==> config.mk <==
export PLATFORM = sky130hd
export DESIGN_NAME = rcd_top
export DESIGN_NICKNAME = d
export VERILOG_FILES = /design/src/rtl/rcd_pkg.sv /design/src/rtl/rcd_top.sv
export SDC_FILE = /design/constraint.sdc
export NUM_CORES = 1
export LEC_CHECK = 0
export ABC_AREA = 1
export BUFFER_PORTS_ARGS = -buffer_cell sky130_fd_sc_hd__buf_2
export CAP_MARGIN = 0
export CORE_UTILIZATION = 25
export CTS_CLUSTER_DIAMETER = 50
export CTS_CLUSTER_SIZE = 28
export DETAILED_ROUTE_END_ITERATION = 7
export HOLD_SLACK_MARGIN = 0.12
export SLEW_MARGIN = 10
export SYNTH_ARGS = -nofsm -noshare
export SYNTH_HDL_FRONTEND = slang
export SYNTH_SLANG_ARGS = --single-unit
==> constraint.sdc <==
create_clock -name ref_clk -period 3.9 [get_ports ref_clk]
set_input_delay 0.39 -clock ref_clk [delete_from_list [all_inputs] [get_ports ref_clk]]
set_output_delay 0.39 -clock ref_clk [all_outputs]
set_load 0.05 [all_outputs]
==> src/rtl/rcd_pkg.sv <==
package rcd_pkg;

    // Field widths
    localparam int DIV_W = 3;
    localparam int DUTY_W = 2;
    localparam int CNT_W = 8;

    // Duty select codes
    localparam logic [1:0] DUTY_0 = 2'h0;
    localparam logic [1:0] DUTY_25 = 2'h1;
    localparam logic [1:0] DUTY_50 = 2'h2;
    localparam logic [1:0] DUTY_75 = 2'h3;

    // Reset values of the settings
    localparam logic [2:0] DIV_RST = 3'h0;
    localparam logic [1:0] DUTY_RST = 2'h0;

    // One system clock phase spans this many ref_clk cycles
    localparam logic [8:0] FOSC_HALF = 9'h001;
    // Instruction clock period in ref_clk cycles (Fosc/4)
    localparam logic [2:0] ICLK_LAST = 3'h7;
    localparam logic [2:0] ICLK_HIGH = 3'h4;

    // Software settings, grouped
    typedef struct packed {
        logic       refclk_module_enable;
        logic       refclk_pin_output_enable;
        logic       refclk_slew_limit_enable;
        logic [1:0] refclk_duty_select;
        logic [2:0] refclk_divider_select;
    } rcd_cfg_t;

endpackage

==> src/rtl/rcd_top.sv <==
`timescale 1ns/1ps
module rcd_top
(
    input  wire logic              ref_clk,                      // Twice the system clock rate
    input  wire logic              rst,                          // Synchronous, active high
    input  wire logic              clk_en,                       // Low in sleep: state frozen
    input  wire rcd_pkg::rcd_cfg_t cfg,                          // Software settings
    input  wire logic              instruction_clock_out_enable, // Fosc/4 owns the pad
    input  wire logic              osc_pin_claimed,              // Pad serves the oscillator
    output wire logic              reference_clock_pin,          // Level driven onto the pad
    output wire logic              reference_clock_pin_oe,       // High while the pad is driven
    output wire logic              refclk_slew_limit,            // Edge-rate limit for the pad
    output wire logic              modulator_clock,              // Divided clock to modulator
    output wire logic              refclk_running                // Module enable as applied
);

    ////////////////////////////////////////////////////////////////////////////
    // Helper functions

    // Period in ref_clk cycles: two per system clock, times 2**code
    function automatic logic [8:0] div_period(input logic [2:0] sel);
        div_period = 9'((rcd_pkg::FOSC_HALF << 1) << sel);
    endfunction

    // High time in ref_clk cycles for a period, duty code and divider code
    function automatic logic [8:0] high_time
    (
        input logic [8:0] per,    // Period length
        input logic [1:0] duty,   // Duty select code
        input logic [2:0] sel     // Divider code
    );
        // Zero duty holds the level low under every divider code
        if (duty == rcd_pkg::DUTY_0)
        begin
            high_time = 9'h000;
        end
        // Undivided: the source clock's own high phase passes through
        else if (sel == rcd_pkg::DIV_RST)
        begin
            high_time = rcd_pkg::FOSC_HALF;
        end
        // Divided: whole quarters of the period
        else
        begin
            case (duty)
                rcd_pkg::DUTY_25: high_time = per >> 2;
                rcd_pkg::DUTY_50: high_time = per >> 1;
                rcd_pkg::DUTY_75: high_time = 9'((per >> 1) + (per >> 2));
                default:          high_time = 9'h000;          // Not reachable
            endcase
        end
    endfunction

    ////////////////////////////////////////////////////////////////////////////
    // Registers and their next values
    logic [7:0] cnt_r;        // Position within the divided period
    logic [7:0] cnt_nxt;      // Next position within the period
    logic [2:0] icnt_r;       // Position within the Fosc/4 period
    logic [2:0] icnt_nxt;     // Next Fosc/4 position
    logic       mod_clk_r;    // Divided clock level
    logic       mod_clk_nxt;  // Level for the next count
    logic       pin_lvl_r;    // Level presented to the pad
    logic       pin_lvl_nxt;  // Pad level to register
    logic       pin_oe_r;     // Pad driver enable
    logic       pin_oe_nxt;   // Pad enable to register
    logic       slew_r;       // Applied slew limit setting
    logic       running_r;    // Applied module enable

    // Decoded settings and counter compares
    wire        en;           // Module enable bit
    wire  [8:0] per;          // Divided period in ref_clk cycles
    wire  [8:0] hi;           // High time in ref_clk cycles
    wire        wrap;         // Last count of the period
    wire        iclk;         // Fosc/4 level for this count
    wire        ref_ok;       // Reference clock may own the pad

    ////////////////////////////////////////////////////////////////////////////
    // Decode of the settings
    assign en     = cfg.refclk_module_enable;
    assign per    = div_period(cfg.refclk_divider_select);
    assign hi     = high_time(per, cfg.refclk_duty_select,
                              cfg.refclk_divider_select);
    assign wrap   = ({1'h0, cnt_r} == 9'(per - 9'h001));
    assign iclk   = (icnt_r < rcd_pkg::ICLK_HIGH);
    // Oscillator use of the pad blocks it; the module itself still runs
    assign ref_ok = en && cfg.refclk_pin_output_enable && !osc_pin_claimed;

    ////////////////////////////////////////////////////////////////////////////
    // Next values
    // Counter advances from the system clock alone, restarts while disabled
    assign cnt_nxt     = (!en || wrap) ? 8'h00 : 8'(cnt_r + 8'h01);
    // Fosc/4 counter runs free of the module enable
    assign icnt_nxt    = (icnt_r == rcd_pkg::ICLK_LAST) ? 3'h0
                                                         : 3'(icnt_r + 3'h1);
    // Divided level is high while the next count is below the high time
    assign mod_clk_nxt = en && ({1'h0, cnt_nxt} < hi);
    // Instruction clock wins the pad over the reference clock
    assign pin_lvl_nxt = instruction_clock_out_enable ? iclk
                                                      : (ref_ok && mod_clk_nxt);
    assign pin_oe_nxt  = instruction_clock_out_enable || ref_ok;

    ////////////////////////////////////////////////////////////////////////////
    // Period counter: clk_en low models sleep and freezes the count
    always_ff @(posedge ref_clk)
    begin
        if (rst)
        begin
            cnt_r <= 8'h00;
        end
        else if (clk_en)
        begin
            cnt_r <= cnt_nxt;
        end
    end

    // Fosc/4 counter for the instruction clock on the pad
    always_ff @(posedge ref_clk)
    begin
        if (rst)
        begin
            icnt_r <= 3'h0;
        end
        else if (clk_en)
        begin
            icnt_r <= icnt_nxt;
        end
    end

    // Divided level towards the modulator, whatever the pad does
    always_ff @(posedge ref_clk)
    begin
        if (rst)
        begin
            mod_clk_r <= 1'h0;
        end
        else if (clk_en)
        begin
            mod_clk_r <= mod_clk_nxt;
        end
    end

    // Pad level and driver enable, held during sleep
    always_ff @(posedge ref_clk)
    begin
        if (rst)
        begin
            pin_lvl_r <= 1'h0;
            pin_oe_r  <= 1'h0;
        end
        else if (clk_en)
        begin
            pin_lvl_r <= pin_lvl_nxt;
            pin_oe_r  <= pin_oe_nxt;
        end
    end

    // Applied copies of the slew and enable settings
    always_ff @(posedge ref_clk)
    begin
        if (rst)
        begin
            slew_r    <= 1'h0;
            running_r <= 1'h0;
        end
        else if (clk_en)
        begin
            slew_r    <= cfg.refclk_slew_limit_enable;
            running_r <= en;
        end
    end

    ////////////////////////////////////////////////////////////////////////////
    // Every output comes straight from its flip-flop
    assign reference_clock_pin    = pin_lvl_r;
    assign reference_clock_pin_oe = pin_oe_r;
    assign refclk_slew_limit      = slew_r;
    assign modulator_clock        = mod_clk_r;
    assign refclk_running         = running_r;
endmodule

==> results.cfg, run 1 <==
[synthesis]
synth_nets = 300
postSynthAreaPerCell_sq_um = 6.181
synth_ff_type = dfxtp_1
ys_types = 28
async_flop_share = 0
synth_area_sq_um = 1657
ys_ff_latch = 16
synth-edff-count = 0
synthCells = 268
ys_warn_count = 0
ys_seq_area_frac = 0.1934

[layout]
layout.nets = 318
final_layout_size_suffix_gt1_frac = 0.1018
antenna_cells = 0
area_growth_pct = 12.69
design_area_sq_um = 1867

[routing]
dr.pass1.iters = 5
drc = 0
num_vias = 1700
drtAntennaViolNets = 0
routedWlPerCell_um = 11.51
vias_per_cell = 4.696
routed_wl_mm = 4.168
drt-initial-drc-count = 163

[pwr]
finalPower_mw = 0.4645
peakVddDrop_uv = 141.4
power_density_nw_per_um2 = 248.8
p_leak_nw = 0.9406

[placed_design]
placedInstanceArea_sq_um = 1812
io_buffers = 17
place.gp.congestion = 0.8610
detailed_place_hpwl_mm = 3.322

[timing]
hold_ws_ns = 0.3596
rsz0062_at_grt = no
fin_setup_tns_ns = 0
finClkSkew_ns = 0.004255
maxSlewViolCount = 0
setup_viol = 0
hold_violations = 0
slew_headroom = 0.7258
fin_crit_sh = 0.8462
tightestPinTransition_ns = 0.4082
min_period_ns = 3.300
max_freq_mhz = 303.0

[cts]
clkTransAtPathRegs_ns = 0.06
clk_latency_ns = 0.25
cts_buffer_depth = 2
htree_levels = 1
cts-root-buf = clkbuf_8
clock_sinks = 16
cts_tree = done
cts_made_buffers = 3
cts_setup_buffers = 0
cts_hold_buffers = 0
cts-resized-gates = 0

[job]
drv_cap = 0

[worst_hold_path]
whs_path_depth = 2
min_path_type = primary input to flop
min_to = cnt_r[6]
hp-start = rst

[worst_setup_path]
crit_top_cell = nor2_1
rrSetupSlack_ns = 1.32
cp_max_fo = 7
critical_path.top_delay_family = simple AND/OR/NAND/NOR gates
crit_arrival_ns = 3.48
cp.buffers_inverters = 5
path_depth = 24
slowest_stage = nor3_1
crit_required_ns = 4.08
r2r_start = cnt_r[4]
max_stage_delay_ns = 0.33
setup.worst_path.end_class = flop
path_class = primary input to flop
start_kind = primary input
r2r_end = reference_clock_pin
reg2regPathDepth = 21
cp_cell_sequence = buf_2 -> inv_1 -> nor3_1 -> inv_1 -> ha_1 -> xnor2_1 -> nor2_1 -> nand2_1 -> nor2_1 -> nand3_1 -> nor2_1 -> nand2_1 -> nand2_1 -> inv_1 -> nand2_1 -> inv_1 -> ha_1 -> a21oi_1 -> nor2_1 -> a211oi_1 -> nor2_1 -> nor2_1 -> nand3_1 -> a21oi_1

[global_route]
track_usage = 0.1217
grt-ovfl-total = 0
grt.met2_usage = 0.2183
grt_pass1_wl_mm = 6.975
busiest_layer = met2
grt_use_met3 = 0.02187
first_global_vias = 1602
antenna_found_initial = 0
grt_max_degree = 25
use_met1 = 0.1486

[die]
fp.dieW_um = 83.40
die-area_sq_um = 6956
row_count = 29
initial_core_util = 0.2594
ios = 18
coreArea_sq_um = 6386
die_h_um = 83.40

[run_status]
status = finished, final reports clean
-- worst reg2reg max path, stage by stage (launching register included) --
cell,delay [ns]
dfxtp_1,0.37
inv_1,0.10
nand2_1,0.06
nand3_1,0.07
nor2_1,0.09
nand2_1,0.06
nor2_1,0.08
nand3_1,0.07
nor2_1,0.09
nand2_1,0.07
nand2_1,0.12
inv_1,0.10
nand2_1,0.10
inv_1,0.05
ha_1,0.30
a21oi_1,0.17
nor2_1,0.06
a211oi_1,0.16
nor2_1,0.07
nor2_1,0.12
nand3_1,0.09
a21oi_1,0.12
-- cell usage after synthesis (all sizes together), types with 3 or more instances --
| master | number | area (sq um) |
|---|---|---|
| dfxtp | 16 | 320.3 |
| clkbuf | 3 | 11.26 |
| nor2 | 29 | 108.9 |
| xor2 | 4 | 35.03 |
| nand3b | 3 | 22.52 |
| ha | 19 | 237.7 |
| o21ai | 20 | 100.1 |
| a21oi | 19 | 95.09 |
| nand4 | 4 | 25.02 |
| nor3 | 4 | 25.02 |
| inv | 42 | 162.7 |
| nand2 | 64 | 242.7 |
| nand3 | 23 | 130.1 |
-- registers in the layout (all words and copies together), names as in the netlist --
signal                  cells
cnt_r                       8
icnt_r                      3
modulator_clock             1
refclk_running              1
refclk_slew_limit           1
reference_clock_pin         1
reference_clock_pin_oe      1
-- layer usage --
| layer | share of wire | vias up | wire (um) |
|---|---|---|---|
| met5 | 0 | - | 0 |
| met4 | 0.014 | 0 | 57 |
| met3 | 0.018 | 6 | 76 |
| met2 | 0.48 | 21 | 1988 |
| met1 | 0.49 | 759 | 2044 |
| li1 | - | 914 | - |
-- power breakdown --
part | switching (mW) | internal (mW) | total, mW | leakage [nW]
registers | 0.00843 | 0.173 | 0.182 | 0.132
logic | 0.0912 | 0.0477 | 0.139 | 0.780
clock network | 0.0543 | 0.0894 | 0.144 | 0.0288
-- cell usage in the layout (no fill, tap or decap), types with 16 or more instances in the layout --
cell type / synthesis / routed
o21ai_0: 20 / 20
a21oi_1: 19 / 19
nor2_1: 29 / 29
inv_1: 41 / 41
dfxtp_1: 16 / 16
buf_2: 0 / 17
nand3_1: 20 / 20
ha_1: 19 / 19
nand2_1: 63 / 63
-- through the flow --
stage	utilization	std cells	setup slack, ns
global placement	0.2837	358	0.5185
finish	0.2923	362	0.6000
floorplan	-	268	0.7987
CTS	0.2923	362	0.6586
detailed placement	0.2837	358	0.3962
global route	0.2923	362	0.2286
-- final cells by class --
type                       count  area (sq um)
tap                           77         96.34
multi-input combinational    204          1136
timing repair buffer          18         92.59
sequential                    16         320.3
inverter                      43         166.4
fill                         700          4519
clock buffer                   4         55.05
-- how the worst max path moves through the flow --
stage / slack [ns] / startpoint / to
5_1_grt: 0.23 / cfg[0] / reference_clock_pin
2_1_floorplan: 0.80 / cfg[1] / reference_clock_pin
3_5_place_dp: 0.40 / cfg[0] / reference_clock_pin
4_1_cts: 0.66 / cfg[0] / reference_clock_pin
6_report: 0.60 / cfg[0] / reference_clock_pin
3_3_place_gp: 0.52 / cfg[0] / reference_clock_pin
-- kinds of logic (layout without fill, tap and decap cells) --
group | after synthesis | after routing | synth area share
AND/OR/NAND/NOR | 128 | 128 | 0.3384
XOR/XNOR | 6 | 6 | 0.03172
flip-flops | 16 | 16 | 0.1934
adder cells (fa/ha/maj) | 19 | 19 | 0.1435
AO/OA/AOI/OAI | 51 | 51 | 0.1722
buffers and inverters | 48 | 65 | 0.1208
Power figures use the tool's default switching activity.
==> inputs of run 2 (changes only) <==
==> constraint.sdc (replaced) <==
create_clock -name ref_clk -period 3.3 [get_ports ref_clk]
set_input_delay 0.33 -clock ref_clk [delete_from_list [all_inputs] [get_ports ref_clk]]
set_output_delay 0.33 -clock ref_clk [all_outputs]
set_load 0.05 [all_outputs]
==> run 2 against run 1 <==
Compared with the run above: core utilization rose by 1.3 points; global-route usage rose by 0.081 points; combinational power rose by 24%; wire length fell by 1.0%; critical path depth fell by 3; total power rose by 20%; hold slack got worse by 0.067 ns; via count rose by 1.1%; final cell count rose by 2.5%; die area did not move; flip-flop and latch count did not move; non-clock buffer count rose by 9.
==> results.cfg, run 2 (synthesis results as in run 1) <==
[cts]
cts-root-buf = clkbuf_8
cts_tree = done
cts_made_buffers = 3
clkTransAtPathRegs_ns = 0.06
cts_buffer_depth = 2
htree_levels = 1
clock_sinks = 16
clk_latency_ns = 0.25
cts_hold_buffers = 0

[worst_setup_path]
rrSetupSlack_ns = 0.81
crit_arrival_ns = 3.16
cp_max_fo = 7
path_class = primary input to flop
endpoint = reference_clock_pin
reg2regPathDepth = 21
startpoint = cfg[0]
r2r_end = reference_clock_pin
start_kind = primary input
crit_required_ns = 3.48
setup.worst_path.end_class = flop
r2r_start = cnt_r[4]

[pwr]
peakVddDrop_uv = 176.1
p_leak_nw = 0.9851
power_density_nw_per_um2 = 286.6
finalPower_mw = 0.5580

[routing]
num_vias = 1718
routed_wl_mm = 4.126
vias_per_cell = 4.631
dr.pass1.iters = 5
routedWlPerCell_um = 11.12
drt-initial-drc-count = 103
drc = 0
drtAntennaViolNets = 0

[layout]
area_growth_pct = 17.52
top_regs = cnt_r: 8 flops, icnt_r: 3 flops
n_fill_cell = 690
largest_register_ffs = 8
multi_input_comb_area_sq_um = 1149
final_layout_size_suffix_gt1_frac = 0.1395
regMostFlops = cnt_r
layout_common_cells = 62 x nand2_1, 41 x inv_1, 29 x nor2_1
finalNonFillerCells = 371
layout.nets = 327
final_common_cell = nand2_1
ff_latch_area_sq_um = 320.3
antenna_cells = 0

[run_status]
status = finished, final reports clean

[timing]
finClkSkew_ns = 0.0003355
maxSlewViolCount = 0
max_freq_mhz = 336.3
min_period_ns = 2.974
tightestPinTransition_ns = 0.3574
fin_crit_sh = 0.9011
slew_headroom = 0.7617
hold_violations = 0
setup_viol = 0

[placed_design]
place.gp.congestion = 0.9325
detailed_place_hpwl_mm = 3.397
io_buffers = 17
dp.cells = 366

[die]
die-area_sq_um = 6956
row_count = 29
die_h_um = 83.40
ios = 18
initial_core_util = 0.2594
coreArea_sq_um = 6386
fp.dieW_um = 83.40

[job]
drv_cap = 0

[global_route]
track_usage = 0.1225
grt-ovfl-total = 0
first_global_vias = 1613
grt_max_degree = 25
grt_pass1_wl_mm = 7.086
antenna_found_initial = 0

[worst_hold_path]
min_path_type = primary input to flop
[run 2: cell count changes in the layout (fill, tap and decap cells not counted)]
cell	before	now
a211oi_1	2	1
a211oi_2	0	1
buf_4	1	10
nand2_1	63	62
nand2_2	1	2
nor3_1	3	2
nor3_2	1	2
[run 2: worst min-delay path by stage]
stage,start,endpoint,depth (start not counted)
floorplan,rst,cnt_r[6],1
global placement,icnt_r[1],icnt_r[1],2
detailed placement,icnt_r[1],icnt_r[1],2
CTS,rst,cnt_r[7],2
global route,rst,icnt_r[1],2
finish,rst,icnt_r[1],2
[run 2: timing repair]
item / 4_1_cts / 5_1_grt
gates resized for setup: 0 / 3
buffers inserted: 0 / 1
endpoints found under the hold margin: 0 / 0
setup endpoints to repair: 0 / 2
[run 2: through the flow]
step	TNS [ns]	cell area [sq um]	utilization	hold WS [ns]	worst slack (ns)
2_1_floorplan	0	1657	-	0.3991	0.2587
3_3_place_gp	0	1872	0.2931	0.4604	0.1365
3_5_place_dp	0	1872	0.2931	0.4662	0.007819
4_1_cts	0	1927	0.3017	0.2899	0.2600
5_1_grt	-0.06290	1947	0.3049	0.2928	-0.04286
6_report	0	1947	0.3049	0.2931	0.3262
[run 2: area by class of cell]
cell class | instances | area share
clock buffer | 4 | 0.02828
inverter | 43 | 0.08548
multi-input combinational | 204 | 0.5900
sequential | 16 | 0.1645
tap | 77 | 0.04949
timing repair buffer | 27 | 0.08226
[run 2: per-layer routing]
metal  track usage  part of all wire  up-vias
met1        0.1539              0.46      756
li1              -                 -      936
met4       0.02194            0.0068        0
met5             0                 0        -
met3       0.01889             0.032        2
met2        0.2213              0.50       24
[run 2: worst max-delay path, stage by stage]
cell	delay [ns]
buf_2	0.16
inv_1	0.10
nor3_2	0.19
buf_4	0.14
buf_4	0.11
ha_1	0.16
ha_1	0.17
nand2_1	0.07
nor2_1	0.15
nand2_1	0.10
o21bai_1	0.17
xor2_1	0.09
o21ai_0	0.20
nand2_1	0.08
ha_1	0.29
a21oi_1	0.14
nand3b_1	0.12
nand3_1	0.07
nor2_1	0.13
nand3_1	0.09
a21oi_1	0.11
[run 2: power by group]
part | total [mW] | switching, mW | internal (mW)
clock network | 0.171 | 0.0654 | 0.106
registers | 0.215 | 0.00951 | 0.205
logic | 0.172 | 0.110 | 0.0621
total | 0.558 | 0.185 | 0.373
==> inputs of run 3 (changes only) <==
--- a/config.mk
+++ b/config.mk
@@ -13,6 +13,7 @@
 export CTS_CLUSTER_SIZE = 28
 export DETAILED_ROUTE_END_ITERATION = 7
 export HOLD_SLACK_MARGIN = 0.12
+export RECOVER_POWER = 25
 export SLEW_MARGIN = 10
 export SYNTH_ARGS = -nofsm -noshare
 export SYNTH_HDL_FRONTEND = slang
==> run 3 against run 2 <==
Compared with the run above: clock power about the same; first-iteration DRC count increased by 1.9%; critical path depth unchanged; non-clock buffer count unchanged; clock skew unchanged; worst setup slack got worse by 0.0010 ns; final cell count unchanged; fmax about the same; combinational power about the same; largest power group unchanged.
==> results.cfg, run 3 (synthesis results as in run 1) <==
[layout]
final_common_cell = nand2_1
fin_util = 0.3047
largest_register_ffs = 8
final_layout_size_suffix_gt1_frac = 0.1361
regMostFlops = cnt_r
layout.nets = 327
antenna_cells = 0
finalNonFillerCells = 371
layout_common_cells = 62 x nand2_1, 41 x inv_1, 29 x nor2_1
area_growth_pct = 17.45
top_regs = cnt_r: 8 flops, icnt_r: 3 flops
design_area_sq_um = 1946

[cts]
cts_buffer_depth = 2
cts_hold_buffers = 0
cts-root-buf = clkbuf_8
clkTransAtPathRegs_ns = 0.06
htree_levels = 1
cts_made_buffers = 3
clock_sinks = 16
cts_tree = done
clk_latency_ns = 0.25

[placed_design]
detailed_place_hpwl_mm = 3.397
placedInstanceArea_sq_um = 1872
dp_slack_ns = 0.007819
dp.cells = 366
place.gp.congestion = 0.9325
io_buffers = 17

[routing]
drt-initial-drc-count = 105
routedWlPerCell_um = 11.12
drtAntennaViolNets = 0
num_vias = 1718
routed_wl_mm = 4.127
drc = 0
vias_per_cell = 4.631
dr.pass1.iters = 5

[worst_setup_path]
cp_max_fo = 7
crit_required_ns = 3.48
path_class = primary input to flop
start_kind = primary input
crit_arrival_ns = 3.16
setup.worst_path.end_class = flop

[die]
die-area_sq_um = 6956
initial_core_util = 0.2594
ios = 18
die_h_um = 83.40
coreArea_sq_um = 6386
fp.dieW_um = 83.40
row_count = 29

[global_route]
track_usage = 0.1225
grt-ovfl-total = 0
first_global_vias = 1613
grt_pass1_wl_mm = 7.086
antenna_found_initial = 0
grt_max_degree = 25

[pwr]
peakVddDrop_uv = 176.1
finalPower_mw = 0.5578
p_leak_nw = 0.9823
power_density_nw_per_um2 = 286.7

[run_status]
status = finished, final reports clean

[worst_hold_path]
min_path_type = primary input to flop

[timing]
tightestPinTransition_ns = 0.8541
setup_ws_ns = 0.3252
finClkSkew_ns = 0.0003355
hold_ws_ns = 0.2931
max_freq_mhz = 336.2
setup_viol = 0
min_period_ns = 2.975
fin_setup_tns_ns = 0
slew_headroom = 0.4306
maxSlewViolCount = 0
fin_crit_sh = 0.9015
hold_violations = 0

[job]
drv_cap = 0
-- run 3: cell count changes in the layout (fill, tap and decap cells not counted) --
cell / previous run / this run
clkbuf_1: 0 / 1
buf_2: 17 / 16
-- run 3: final timing paths --
check | start | end | slack, ns | cells after the start
max | cfg[0] | reference_clock_pin | 0.33 | 21
min | rst | icnt_r[1] | 0.29 | 2
max reg2reg | cnt_r[4] | reference_clock_pin | 0.81 | 21
min reg2reg | icnt_r[1] | icnt_r[1] | 0.47 | 2
-- run 3: where the power goes --
group / total (mW) / internal (mW) / leakage [nW] / switching [mW]
logic: 0.172 / 0.0620 / 0.822 / 0.110
registers: 0.215 / 0.205 / 0.132 / 0.00951
clock network: 0.171 / 0.106 / 0.0288 / 0.0654
-- run 3: final cells by class --
type                            count  area, sq um
Tap cell                           77        96.34
Multi-Input combinational cell    204         1149
Sequential cell                    16        320.3
Fill cell                         691         4441
Clock buffer                        4        55.05
Inverter                           43        166.4
Timing Repair Buffer               27        158.9
-- run 3: routing by layer --
layer,track usage,up-vias,share of wire
met5,0,-,0
met4,0.02194,0,0.0068
met3,0.01889,2,0.032
met2,0.2213,24,0.50
met1,0.1539,756,0.46
li1,-,936,-
-- run 3: worst max-delay path: stages --
cell and delay [ns]:
buf_2 0.16, inv_1 0.10, nor3_2 0.19, buf_4 0.14
buf_4 0.11, ha_1 0.16, ha_1 0.17, nand2_1 0.07
nor2_1 0.15, nand2_1 0.10, o21bai_1 0.17, xor2_1 0.09
o21ai_0 0.20, nand2_1 0.08, ha_1 0.29, a21oi_1 0.14
nand3b_1 0.12, nand3_1 0.07, nor2_1 0.13, nand3_1 0.09
a21oi_1 0.11
-- run 3: timing repair --
item                       4_1_cts  5_1_grt
setup endpoints to repair        0        2
setup buffers                    0        1
gates resized for setup          0        3
